## config.mk

```make
export PLATFORM = sky130hd
export DESIGN_NAME = tcspl_top
export DESIGN_NICKNAME = d
export VERILOG_FILES = /design/src/tcspl_pkg.sv /design/src/tcspl_chan.sv /design/src/tcspl_top.sv
export SDC_FILE = /design/constraint.sdc
export NUM_CORES = 2
export LEC_CHECK = 0
export BUFFER_PORTS_ARGS = -buffer_cell sky130_fd_sc_hd__buf_4
export CORE_ASPECT_RATIO = 1.25
export CORE_MARGIN = 2
export CORE_UTILIZATION = 70
export CTS_CLUSTER_DIAMETER = 80
export DETAILED_ROUTE_END_ITERATION = 10
export GPL_TIMING_DRIVEN = 0
export PLACE_DENSITY = 0.95
export SLEW_MARGIN = 20
export SYNTH_ARGS = -nofsm -noshare
export SYNTH_HDL_FRONTEND = slang
export SYNTH_SLANG_ARGS = --single-unit
```

## constraint.sdc

```tcl
create_clock -name pclk -period 56 [get_ports pclk]
set_clock_uncertainty 0.1 [all_clocks]
set_input_delay 16.8 -clock pclk [delete_from_list [all_inputs] [get_ports pclk]]
set_output_delay 16.8 -clock pclk [all_outputs]
set_load 0.01 [all_outputs]
```

## src/tcspl_pkg.sv

```systemverilog
// Shared constants, encodings and state layouts of the channel state and power logic.
// Assumes a 20 MHz APB clock and a front end that delivers one count per conversion.
package tcspl_pkg;

    localparam int MAX_CH = 4;
    localparam int CW = 16;

    localparam logic [7:0] ADDR_CTRL = 8'h00;
    localparam logic [7:0] ADDR_STATUS = 8'h04;
    localparam logic [7:0] ADDR_PM_TIMEOUT = 8'h08;
    localparam logic [7:0] ADDR_EVT_TIMEOUT = 8'h0c;
    localparam logic [7:0] ADDR_BETAS = 8'h10;
    localparam logic [7:0] ADDR_FAST_BETAS = 8'h14;
    localparam logic [7:0] ADDR_MAX_COUNT = 8'h18;
    localparam logic [7:0] ADDR_FAST_BAND = 8'h1c;
    localparam logic [7:0] ADDR_PROX_BASE = 8'h40;
    localparam logic [7:0] ADDR_TOUCH_BASE = 8'h44;
    localparam int PROX_STRIDE = 8;
    localparam logic [7:0] ADDR_DATA_BASE = 8'h80;
    localparam int DATA_STRIDE = 4;

    localparam int CTRL_MODE_LSB = 0;
    localparam int CTRL_RESEED_BIT = 3;
    localparam int CTRL_EXPIRY_LSB = 8;
    localparam int STATUS_MODE_LSB = 0;
    localparam int STATUS_NEAR_LSB = 8;
    localparam int STATUS_CONTACT_LSB = 12;
    localparam int PROX_THR_LSB = 0;
    localparam int PROX_ENTER_LSB = 16;
    localparam int PROX_EXIT_LSB = 20;
    localparam int PROX_LIN_BIT = 24;
    localparam int PROX_INV_BIT = 25;
    localparam int PROX_DUAL_BIT = 26;
    localparam int TOUCH_THR_LSB = 0;
    localparam int TOUCH_HYST_LSB = 16;
    localparam int BETA_CNT_NP_LSB = 0;
    localparam int BETA_CNT_LP_LSB = 8;
    localparam int BETA_LTA_NP_LSB = 16;
    localparam int BETA_LTA_LP_LSB = 24;
    localparam int FAST_NP_LSB = 0;
    localparam int FAST_LP_LSB = 8;
    localparam int DATA_LTA_LSB = 16;

    localparam logic [7:0] PM_TIMEOUT_RST = 8'h0a;
    localparam logic [15:0] EVT_TIMEOUT_RST = 16'h0000;
    localparam logic [31:0] BETAS_RST = 32'h40408080;
    localparam logic [15:0] FAST_BETAS_RST = 16'hc0c0;
    localparam logic [15:0] MAX_COUNT_RST = 16'hffff;
    localparam logic [15:0] FAST_BAND_RST = 16'h0040;
    localparam logic [26:0] PROX_CFG_RST = 27'h0220020;
    localparam logic [23:0] TOUCH_CFG_RST = 24'h100040;

    localparam int CLK_PERIOD_NS = 50;
    localparam int TICK_NS = 1000000;
    localparam int TICK_CYCLES_DFLT = TICK_NS / CLK_PERIOD_NS;

    typedef enum logic [2:0] {
        SEL_FULL, SEL_REDUCED, SEL_DEEPEST, SEL_HALT, SEL_AUTO, SEL_AUTO_NO_DEEPEST
    } tcspl_sel_t;

    typedef enum logic [1:0] {CUR_FULL, CUR_REDUCED, CUR_DEEPEST, CUR_HALT} tcspl_cur_t;

    typedef struct packed {
        tcspl_sel_t sel;
        logic reseed;
        logic [MAX_CH-1:0] expiry_off;
        logic halt_window;
        tcspl_cur_t cur;
        logic [7:0] pm_timeout;
        logic [7:0] idle_ticks;
        logic [31:0] tick_cnt;
        logic [15:0] evt_timeout;
        logic [31:0] betas;
        logic [15:0] fast_betas;
        logic [15:0] max_count;
        logic [15:0] fast_band;
        logic [31:0] prdata;
        logic pready;
        logic pslverr;
        logic sensing_enable;
    } tcspl_top_t;

    typedef struct packed {
        logic [26:0] prox_cfg;
        logic [23:0] touch_cfg;
        logic [15:0] counts;
        logic [15:0] long_term_average;
        logic primed;
        logic near;
        logic contact;
        logic [3:0] db_cnt;
        logic [15:0] ev_cnt;
    } tcspl_chan_t;

    localparam tcspl_top_t TOP_RST = '{sel: SEL_FULL, cur: CUR_FULL,
        pm_timeout: PM_TIMEOUT_RST, evt_timeout: EVT_TIMEOUT_RST, betas: BETAS_RST,
        fast_betas: FAST_BETAS_RST, max_count: MAX_COUNT_RST, fast_band: FAST_BAND_RST,
        sensing_enable: 1'b1, default: '0};

    localparam tcspl_chan_t CHAN_RST = '{prox_cfg: PROX_CFG_RST, touch_cfg: TOUCH_CFG_RST,
        default: '0};

endpackage

```

## src/tcspl_chan.sv

```systemverilog
// One sensing channel: count limit, linearisation, filters, reference and state logic.
// Assumes sample_valid pulses once per completed conversion of this channel.
`timescale 1ns/1ps
`default_nettype none
module tcspl_chan
    import tcspl_pkg::*;
(
    input wire logic pclk,
    input wire logic presetn,
    input wire logic sample_valid,
    input wire logic [15:0] raw,
    input wire logic wr_prox,
    input wire logic wr_touch,
    input wire logic [31:0] wdata,
    input wire logic low_rate,
    input wire logic [31:0] betas,
    input wire logic [15:0] fast_betas,
    input wire logic [15:0] max_count,
    input wire logic [15:0] fast_band,
    input wire logic [15:0] evt_timeout,
    input wire logic expiry_off,
    input wire logic reseed,
    output logic [26:0] prox_cfg,
    output logic [23:0] touch_cfg,
    output logic [15:0] counts,
    output logic [15:0] long_term_average,
    output logic near,
    output logic contact
);

    tcspl_chan_t st;
    tcspl_chan_t next_st;

    // New value moves toward the sample by beta/256 of the gap.
    function automatic logic [15:0] iir(input logic [15:0] old_v, input logic [15:0] new_v,
                                        input logic [7:0] beta);
        logic signed [16:0] diff;
        logic signed [26:0] prod;
        diff = $signed({1'b0, new_v}) - $signed({1'b0, old_v});
        prod = diff * $signed({1'b0, beta});
        return old_v + 16'(prod >>> 8);
    endfunction

    logic [15:0] clamped, meas, filt;
    logic signed [17:0] dir, mag, ext, thr_p, thr_t, thr_h;
    logic prox_hit, touch_hit, fast_hit, expire;
    logic [7:0] cnt_beta, lta_beta, fast_beta;

    always_comb begin
        next_st = st;
        clamped = (raw > max_count) ? max_count : raw;
        meas = st.prox_cfg[PROX_LIN_BIT] ? ~clamped : clamped;
        cnt_beta = low_rate ? betas[BETA_CNT_LP_LSB +: 8] : betas[BETA_CNT_NP_LSB +: 8];
        lta_beta = low_rate ? betas[BETA_LTA_LP_LSB +: 8] : betas[BETA_LTA_NP_LSB +: 8];
        fast_beta = low_rate ? fast_betas[FAST_LP_LSB +: 8] : fast_betas[FAST_NP_LSB +: 8];
        filt = st.primed ? iir(st.counts, meas, cnt_beta) : meas;
        dir = $signed({2'b0, st.long_term_average}) - $signed({2'b0, filt});
        if (st.prox_cfg[PROX_INV_BIT]) begin
            dir = -dir;
        end
        mag = (dir < 0) ? -dir : dir;
        ext = st.prox_cfg[PROX_DUAL_BIT] ? mag : dir;
        thr_p = $signed({2'b0, st.prox_cfg[PROX_THR_LSB +: 16]});
        thr_t = $signed({2'b0, st.touch_cfg[TOUCH_THR_LSB +: 16]});
        thr_h = thr_t - $signed({10'b0, st.touch_cfg[TOUCH_HYST_LSB +: 8]});
        prox_hit = ext > thr_p;
        touch_hit = st.contact ? !(ext < thr_h) : (ext > thr_t);
        fast_hit = (-dir) > $signed({2'b0, fast_band});
        expire = (st.near || st.contact) && !expiry_off && (evt_timeout != 16'h0000)
                 && ((st.ev_cnt + 16'h0001) >= evt_timeout);
        if (wr_prox) begin
            next_st.prox_cfg = wdata[26:0];
        end
        if (wr_touch) begin
            next_st.touch_cfg = wdata[23:0];
        end
        if (sample_valid) begin
            next_st.counts = filt;
            next_st.primed = 1'b1;
            if (!st.primed) begin
                next_st.long_term_average = meas;
            end else if (expire) begin
                next_st.long_term_average = filt;
                next_st.near = 1'b0;
                next_st.contact = 1'b0;
                next_st.db_cnt = '0;
                next_st.ev_cnt = '0;
            end else begin
                if (!(st.near || st.contact)) begin
                    next_st.long_term_average = iir(st.long_term_average, filt, fast_hit ? fast_beta : lta_beta);
                end
                if (prox_hit != st.near) begin
                    if (st.db_cnt >= (st.near ? st.prox_cfg[PROX_EXIT_LSB +: 4]
                                              : st.prox_cfg[PROX_ENTER_LSB +: 4])) begin
                        next_st.near = prox_hit;
                        next_st.db_cnt = '0;
                    end else begin
                        next_st.db_cnt = st.db_cnt + 4'h1;
                    end
                end else begin
                    next_st.db_cnt = '0;
                end
                next_st.contact = touch_hit;
                next_st.ev_cnt = (st.near || st.contact) ? st.ev_cnt + 16'h0001 : 16'h0000;
            end
        end
        if (reseed) begin
            next_st.long_term_average = next_st.counts;
        end
    end

    always_ff @(posedge pclk or negedge presetn) begin
        if (!presetn) begin
            st <= CHAN_RST;
        end else begin
            st <= next_st;
        end
    end

    assign prox_cfg = st.prox_cfg;
    assign touch_cfg = st.touch_cfg;
    assign counts = st.counts;
    assign long_term_average = st.long_term_average;
    assign near = st.near;
    assign contact = st.contact;
endmodule
`default_nettype wire

```

## src/tcspl_top.sv

```systemverilog
// Channel state and power-mode logic of a touch and proximity sensing controller.
// Assumes an APB master, a front end pulsing conv_valid per conversion, and a host
// that raises force_comm_req before waking the device from halt.
//
// What this block does
// - Halt mode: no conversions, no processing.
// - Current power mode readable in status.
// - Host writes power mode field; device adopts it.
// - Automatic: step down after idle timeout.
// - Zero timeout: never step down.
// - Automatic without deepest mode never enters it.
// - In automatic modes, any event returns to full rate mode.
// - Linearised counts are inverted; host sets inversion.
// - Counts limited to the maximum count.
// - Linearisation applied after the limit.
// - Reference frozen during events, tracks otherwise.
// - Reseed loads reference, bit self-clears.
// - Filters damp by beta over 256.
// - Full rate betas, else reduced rate betas.
// - Fast reference betas when counts pass the fast band opposite the event direction.
// - Near state with enter and exit debounce.
// - Contact state with threshold and hysteresis.
// - State flags set while in state.
// - Inversion flips comparison sign.
// - Dual direction triggers either way.
// - Event timeout reseeds unless expiry disabled.
//
// The address map and the APB interface to the registers were chosen for this implementation.
`timescale 1ns/1ps
`default_nettype none
module tcspl_top
    import tcspl_pkg::*;
#(
    parameter int NCH = 3,
    parameter int unsigned TICK_CYCLES = TICK_CYCLES_DFLT
) (
    input wire logic pclk,
    input wire logic presetn,
    input wire logic psel,
    input wire logic penable,
    input wire logic pwrite,
    input wire logic [7:0] paddr,
    input wire logic [31:0] pwdata,
    output logic [31:0] prdata,
    output logic pready,
    output logic pslverr,
    input wire logic conv_valid,
    input wire logic [1:0] conv_channel,
    input wire logic [15:0] conv_raw,
    input wire logic force_comm_req,
    output logic sensing_enable,
    output logic [1:0] current_mode
);

    ////////////////////////////////////////////////////////////////////////////////////
    // Channel instances.

    tcspl_top_t st;
    tcspl_top_t next_st;

    logic [MAX_CH-1:0] ch_near;
    logic [MAX_CH-1:0] ch_contact;
    logic [MAX_CH-1:0] ch_sample;
    logic [MAX_CH-1:0] wr_prox;
    logic [MAX_CH-1:0] wr_touch;
    logic [26:0] ch_prox [MAX_CH];
    logic [23:0] ch_touch [MAX_CH];
    logic [15:0] ch_counts [MAX_CH];
    logic [15:0] ch_lta [MAX_CH];
    logic low_rate;

    assign low_rate = (st.cur != CUR_FULL);

    genvar g;
    generate
        for (g = 0; g < MAX_CH; g++) begin : gen_ch
            if (g < NCH) begin : gen_on
                tcspl_chan u_chan (
                    .pclk(pclk),
                    .presetn(presetn),
                    .sample_valid(ch_sample[g]),
                    .raw(conv_raw),
                    .wr_prox(wr_prox[g]),
                    .wr_touch(wr_touch[g]),
                    .wdata(pwdata),
                    .low_rate(low_rate),
                    .betas(st.betas),
                    .fast_betas(st.fast_betas),
                    .max_count(st.max_count),
                    .fast_band(st.fast_band),
                    .evt_timeout(st.evt_timeout),
                    .expiry_off(st.expiry_off[g]),
                    .reseed(st.reseed),
                    .prox_cfg(ch_prox[g]),
                    .touch_cfg(ch_touch[g]),
                    .counts(ch_counts[g]),
                    .long_term_average(ch_lta[g]),
                    .near(ch_near[g]),
                    .contact(ch_contact[g])
                );
            end else begin : gen_off
                assign ch_prox[g] = '0;
                assign ch_touch[g] = '0;
                assign ch_counts[g] = '0;
                assign ch_lta[g] = '0;
                assign ch_near[g] = 1'b0;
                assign ch_contact[g] = 1'b0;
            end
        end
    endgenerate

    ////////////////////////////////////////////////////////////////////////////////////
    // Bus decode and read data.

    logic setup;
    logic wr;
    logic hit;
    logic [31:0] rd;
    logic event_any;
    logic tick;
    logic mode_ok;
    tcspl_sel_t wsel;

    assign setup = psel && !penable;
    assign wr = psel && penable && st.pready && pwrite && !st.pslverr;
    assign event_any = |(ch_near | ch_contact);
    assign tick = (st.tick_cnt == 32'(TICK_CYCLES - 1));
    assign wsel = tcspl_sel_t'(pwdata[CTRL_MODE_LSB +: 3]);

    always_comb begin
        rd = '0;
        hit = 1'b1;
        unique case (paddr)
            ADDR_CTRL: begin
                rd[CTRL_MODE_LSB +: 3] = st.sel;
                rd[CTRL_RESEED_BIT] = st.reseed;
                rd[CTRL_EXPIRY_LSB +: MAX_CH] = st.expiry_off;
            end
            ADDR_STATUS: begin
                rd[STATUS_MODE_LSB +: 2] = st.cur;
                rd[STATUS_NEAR_LSB +: MAX_CH] = ch_near;
                rd[STATUS_CONTACT_LSB +: MAX_CH] = ch_contact;
            end
            ADDR_PM_TIMEOUT: rd[7:0] = st.pm_timeout;
            ADDR_EVT_TIMEOUT: rd[15:0] = st.evt_timeout;
            ADDR_BETAS: rd = st.betas;
            ADDR_FAST_BETAS: rd[15:0] = st.fast_betas;
            ADDR_MAX_COUNT: rd[15:0] = st.max_count;
            ADDR_FAST_BAND: rd[15:0] = st.fast_band;
            default: hit = 1'b0;
        endcase
        for (int c = 0; c < NCH; c++) begin
            if (paddr == ADDR_PROX_BASE + 8'(c * PROX_STRIDE)) begin
                rd = {5'b0, ch_prox[c]};
                hit = 1'b1;
            end
            if (paddr == ADDR_TOUCH_BASE + 8'(c * PROX_STRIDE)) begin
                rd = {8'b0, ch_touch[c]};
                hit = 1'b1;
            end
            if (paddr == ADDR_DATA_BASE + 8'(c * DATA_STRIDE)) begin
                rd = {ch_lta[c], ch_counts[c]};
                hit = 1'b1;
            end
        end
    end

    always_comb begin
        wr_prox = '0;
        wr_touch = '0;
        ch_sample = '0;
        for (int c = 0; c < NCH; c++) begin
            wr_prox[c] = wr && (paddr == ADDR_PROX_BASE + 8'(c * PROX_STRIDE));
            wr_touch[c] = wr && (paddr == ADDR_TOUCH_BASE + 8'(c * PROX_STRIDE));
            ch_sample[c] = conv_valid && (st.cur != CUR_HALT)
                           && (conv_channel == 2'(c));
        end
    end

    ////////////////////////////////////////////////////////////////////////////////////
    // Register writes and power-mode sequencing.

    always_comb begin
        next_st = st;
        next_st.pready = setup;
        next_st.pslverr = setup && !hit;
        if (setup) begin
            next_st.prdata = hit ? rd : 32'h00000000;
        end
        mode_ok = (st.cur != CUR_HALT) || st.halt_window;
        next_st.reseed = 1'b0;
        if (wr) begin
            unique case (paddr)
                ADDR_CTRL: begin
                    if (mode_ok && pwdata[CTRL_MODE_LSB +: 3] <= 3'h5) begin
                        next_st.sel = wsel;
                    end
                    next_st.halt_window = 1'b0;
                    next_st.reseed = pwdata[CTRL_RESEED_BIT];
                    next_st.expiry_off = pwdata[CTRL_EXPIRY_LSB +: MAX_CH];
                end
                ADDR_PM_TIMEOUT: next_st.pm_timeout = pwdata[7:0];
                ADDR_EVT_TIMEOUT: next_st.evt_timeout = pwdata[15:0];
                ADDR_BETAS: next_st.betas = pwdata;
                ADDR_FAST_BETAS: next_st.fast_betas = pwdata[15:0];
                ADDR_MAX_COUNT: next_st.max_count = pwdata[15:0];
                ADDR_FAST_BAND: next_st.fast_band = pwdata[15:0];
                default: ;
            endcase
        end
        if (force_comm_req && st.cur == CUR_HALT) begin
            next_st.halt_window = 1'b1;
        end
        next_st.tick_cnt = tick ? 32'h00000000 : st.tick_cnt + 32'h00000001;
        unique case (st.sel)
            SEL_FULL: next_st.cur = CUR_FULL;
            SEL_REDUCED: next_st.cur = CUR_REDUCED;
            SEL_DEEPEST: next_st.cur = CUR_DEEPEST;
            SEL_HALT: next_st.cur = CUR_HALT;
            SEL_AUTO, SEL_AUTO_NO_DEEPEST: begin
                if (event_any || st.cur == CUR_HALT) begin
                    next_st.cur = CUR_FULL;
                    next_st.idle_ticks = '0;
                end else if (st.sel == SEL_AUTO_NO_DEEPEST && st.cur == CUR_DEEPEST) begin
                    next_st.cur = CUR_REDUCED;
                end else if (tick && st.pm_timeout != 8'h00) begin
                    next_st.idle_ticks = st.idle_ticks + 8'h01;
                    if (st.idle_ticks + 8'h01 >= st.pm_timeout) begin
                        next_st.idle_ticks = '0;
                        if (st.cur == CUR_FULL) begin
                            next_st.cur = CUR_REDUCED;
                        end else if (st.sel == SEL_AUTO) begin
                            next_st.cur = CUR_DEEPEST;
                        end
                    end
                end
            end
            default: next_st.cur = CUR_FULL;
        endcase
        if (st.sel != SEL_AUTO && st.sel != SEL_AUTO_NO_DEEPEST) begin
            next_st.idle_ticks = '0;
        end
        next_st.sensing_enable = (next_st.cur != CUR_HALT);
    end

    always_ff @(posedge pclk or negedge presetn) begin
        if (!presetn) begin
            st <= TOP_RST;
        end else begin
            st <= next_st;
        end
    end

    assign prdata = st.prdata;
    assign pready = st.pready;
    assign pslverr = st.pslverr;
    assign sensing_enable = st.sensing_enable;
    assign current_mode = st.cur;
endmodule
`default_nettype wire

```

==> run_summary.xml <==
<?xml version="1.0" encoding="UTF-8"?>
<metrics>
  <group name="outcome">
    <metric name="status" unit="">completed</metric>
  </group>
  <group name="timing">
    <metric name="fin_tns_setup" unit="ps">0</metric>
    <metric name="unrepaired_setup_endpoints_after_global_routing" unit="">no</metric>
    <metric name="max_freq" unit="GHz">0.0230</metric>
    <metric name="worst-slew-pin-transition" unit="ps">1400</metric>
    <metric name="final_period_minus_worst_setup_slack" unit="ps">43400</metric>
    <metric name="hold_violations" unit="">0</metric>
    <metric name="final.period_utilization" unit="%">77.5</metric>
    <metric name="drv_slew" unit="">0</metric>
    <metric name="slew_headroom" unit="%">6.40</metric>
    <metric name="setup_viol" unit="">0</metric>
  </group>
  <group name="routing">
    <metric name="drt_pass1_iterations" unit="">9</metric>
    <metric name="met2_wirelength" unit="um">120000</metric>
    <metric name="dr_wl_met3" unit="um">35300</metric>
    <metric name="dr.max_layer_used" unit="">met5</metric>
    <metric name="detail_route.iter0.violations" unit="">7664</metric>
    <metric name="avgRoutedWirePerCell" unit="um">28.6</metric>
    <metric name="via_count" unit="">67100</metric>
    <metric name="post-route-drc-count" unit="">0</metric>
    <metric name="ant_nets" unit="">0</metric>
    <metric name="drt-met1-wl" unit="um">92100</metric>
    <metric name="totalWireLength" unit="um">283000</metric>
    <metric name="routed_via_density" unit="">6.76</metric>
  </group>
  <group name="critical_path">
    <metric name="most_common_cell_type_on_the_critical_path" unit="">a21oi_1</metric>
    <metric name="arrival_time_at_the_worst_endpoint" unit="ps">43870</metric>
    <metric name="cp.required" unit="ps">56460</metric>
    <metric name="critPathKind" unit="">input pin to flop</metric>
    <metric name="cp_num_buf_inv" unit="">13</metric>
    <metric name="type_of_origin_of_the_critical_path" unit="">input pin</metric>
    <metric name="worst_path_dominant_cell_family" unit="">compound AO/OA/AOI/OAI gates</metric>
    <metric name="critical_path_end_type" unit="">flop</metric>
    <metric name="crit_fanout" unit="">10</metric>
    <metric name="timing.critical_path.slowest_cell_delay" unit="ps">860</metric>
    <metric name="crit_slowest_cell" unit="">mux2i_1</metric>
  </group>
  <group name="clock_network">
    <metric name="clkTransAtPathRegs" unit="ps">60</metric>
    <metric name="tritoncts" unit="">done</metric>
    <metric name="clock_tree.buffer_depth" unit="">3</metric>
    <metric name="cts_hold_repair_buffers" unit="">0</metric>
    <metric name="cts.htree.levels" unit="">2</metric>
    <metric name="clk_root_buffer_cell" unit="">clkbuf_16</metric>
    <metric name="tritoncts_num_sinks" unit="">508</metric>
    <metric name="cts-buffers-inserted" unit="">58</metric>
    <metric name="post_cts.repair.setup_buffers" unit="">0</metric>
    <metric name="clock_insertion_delay_worst_skew" unit="ps">740</metric>
    <metric name="cts_resized" unit="">0</metric>
  </group>
  <group name="logic_synthesis">
    <metric name="synth_seq_area_share" unit="%">17.8</metric>
    <metric name="yosys.cell_types.count" unit="">102</metric>
    <metric name="synthesis.area_per_instance" unit="sq um">8.61</metric>
    <metric name="synth_area" unit="sq mm">0.0718</metric>
    <metric name="postSynthRegisterBits" unit="">508</metric>
    <metric name="netlist.area_leader.share" unit="%">17.6</metric>
    <metric name="synth_fp_nets" unit="">9845</metric>
    <metric name="synth_flop_cell" unit="">dfrtp_1</metric>
    <metric name="ys_top_cells_by_area" unit="">fa_1, dfrtp_1, ha_1, inv_1, xnor2_1</metric>
    <metric name="synth_cells" unit="">8344</metric>
    <metric name="synth_edf_count" unit="">0</metric>
    <metric name="synth_warnings" unit="">0</metric>
    <metric name="synth_top_cell_by_area" unit="">fa_1</metric>
    <metric name="postSynth.asyncResetShare" unit="%">100</metric>
  </group>
  <group name="finish">
    <metric name="area_of_the_multi_input_gates" unit="sq mm">0.0530</metric>
    <metric name="area_growth_synth_to_finish" unit="%">6.59</metric>
    <metric name="post_layout_nonfiller_instances" unit="">9922</metric>
    <metric name="fillers" unit="">7083</metric>
    <metric name="register_area" unit="sq mm">0.0128</metric>
    <metric name="nets" unit="">10000</metric>
    <metric name="ratio_of_cells_with_drive_above_1_in_the_final_layout" unit="%">7.68</metric>
  </group>
  <group name="global_routing">
    <metric name="grt_max_degree" unit="">100</metric>
    <metric name="number_of_antenna_violations_at_the_first_check_in_global_routing" unit="">36</metric>
    <metric name="first_global_vias" unit="">67800</metric>
    <metric name="overflow_left_after_global_routing" unit="">0</metric>
    <metric name="grt_first_pass_wirelength" unit="um">415000</metric>
    <metric name="gr-usage-all-layers" unit="%">53.6</metric>
  </group>
  <group name="hold_path">
    <metric name="min_path_type" unit="">flop to flop</metric>
  </group>
  <group name="power">
    <metric name="power_per_cell_area" unit="mW/mm^2">48.3</metric>
    <metric name="leakage" unit="nW">37.6</metric>
    <metric name="peakVddDrop" unit="V">0.0000493</metric>
  </group>
  <group name="floorplan">
    <metric name="start_util" unit="%">70.5</metric>
    <metric name="io-pin-count" unit="">102</metric>
    <metric name="die-height" unit="um">362</metric>
    <metric name="core_area" unit="sq mm">0.102</metric>
    <metric name="row_count" unit="">131</metric>
    <metric name="dieArea" unit="sq mm">0.105</metric>
    <metric name="die_w" unit="um">291</metric>
  </group>
  <group name="placed_design">
    <metric name="place.gp.congestion" unit="">1.17</metric>
    <metric name="place_inst" unit="">9788</metric>
    <metric name="portBuffers" unit="">101</metric>
    <metric name="place_hpwl" unit="um">231000</metric>
  </group>
  <group name="flow_run">
    <metric name="cap_violations" unit="">0</metric>
  </group>
</metrics>
-- synth_stat cells, drive strengths merged, types with 103 or more instances --
library cell and number:
a21o 174, a21oi 438, clkbuf 242, dfrtp 465, fa 630, ha 806, inv 1265, mux2 296
nand2 701, nand3 110, nor2 818, nor3 105, o21ai 316, o21bai 103, xnor2 485, xor2 181
-- flip-flops by register name, indices dropped and copies added (netlist names) --
| name | cells |
|---|---|
| current_mode | 2 |
| gen_ch.gen_on.u_chan.long_term_average | 48 |
| pslverr | 1 |
| prdata | 32 |
| gen_ch.gen_on.u_chan.touch_cfg | 72 |
| gen_ch.gen_on.u_chan.near | 3 |
| st | 153 |
| gen_ch.gen_on.u_chan.counts | 48 |
| sensing_enable | 1 |
| gen_ch.gen_on.u_chan.prox_cfg | 81 |
| gen_ch.gen_on.u_chan.contact | 3 |
| gen_ch.gen_on.u_chan.st | 63 |
| pready | 1 |
-- logic make-up after synthesis --
logic type	share of synthesized area, %
adders and majority gates	31.6
DFF	17.8
AOI/OAI and AO/OA	14.3
xor gates and xnor gates	8.15
buffers and inverters	8.47
muxes	5.79
and+or+nand+nor	13.9
-- layer usage --
layer | vias to the layer above | track usage (%)
li1 | 28100 | -
met1 | 32300 | 58.0
met2 | 4913 | 81.2
met5 | - | 0
met3 | 1846 | 18.1
met4 | 22 | 53.6
-- power by group --
part           internal (W)  switching (W)
sequential         0.000388      0.0000598
clock              0.000224       0.000180
combinational       0.00110        0.00175
-- final cells by class --
class                           instances  share of cell area [%]
Buffer                                316                    1.75
Antenna cell                           27                  0.0882
Inverter                             1266                    6.21
Tap cell                             1330                    2.17
Multi-Input combinational cell       6254                    69.3
Timing Repair Buffer                  115                    1.28
Clock inverter                         27                   0.446
Clock buffer                           79                    2.13
Sequential cell                       508                    16.7
-- cells in the final DEF, fill, tap and decap left out, drive strengths merged, types with 296 or more instances in the layout --
master  instances
xnor2         485
fa            630
nor2          818
a21oi         438
clkbuf        321
nand2         701
mux2          296
inv          1270
dfrtp         465
ha            806
o21ai         316
-- metrics by stage --
stage | util (%) | total power [W] | area [sq um] | hold WS [ps] | setup slack, ps
2_1_floorplan | - | 0.00246 | 71800 | 344 | 17590
3_5_place_dp | 73.1 | 0.00318 | 74500 | 367 | 12630
5_1_grt | 75.1 | 0.00397 | 76500 | 399 | 11320
3_3_place_gp | 72.8 | 0.00306 | 74300 | 360 | 13180
6_report | 75.1 | 0.00370 | 76600 | 375 | 12600
4_1_cts | 75.0 | 0.00360 | 76500 | 377 | 13240
-- path summary, 6_finish.rpt --
kind / depth (start not counted) / slack, ps / endpoint / from
worst min-delay path: 1 / 370 / st[162]$_DFF_PN0_ / st[162]$_DFF_PN0_
min in group asynchronous: 1 / 15940 / gen_ch[2].gen_on.u_chan.st[6]$_DFFE_PN0P_ / presetn
worst max-delay path: 93 / 12600 / gen_ch[2].gen_on.u_chan.long_term_average[15]$_DFFE_PN0P_ / conv_raw[14]
worst max register to register: 94 / 28110 / gen_ch[2].gen_on.u_chan.long_term_average[15]$_DFFE_PN0P_ / st[66]$_DFFE_PN1P_
max in group asynchronous: 3 / 38340 / st[52]$_DFFE_PN1P_ / presetn
worst min register to register: 1 / 370 / st[162]$_DFF_PN0_ / st[162]$_DFF_PN0_
Note: power is estimated with default switching activity, not from simulation.
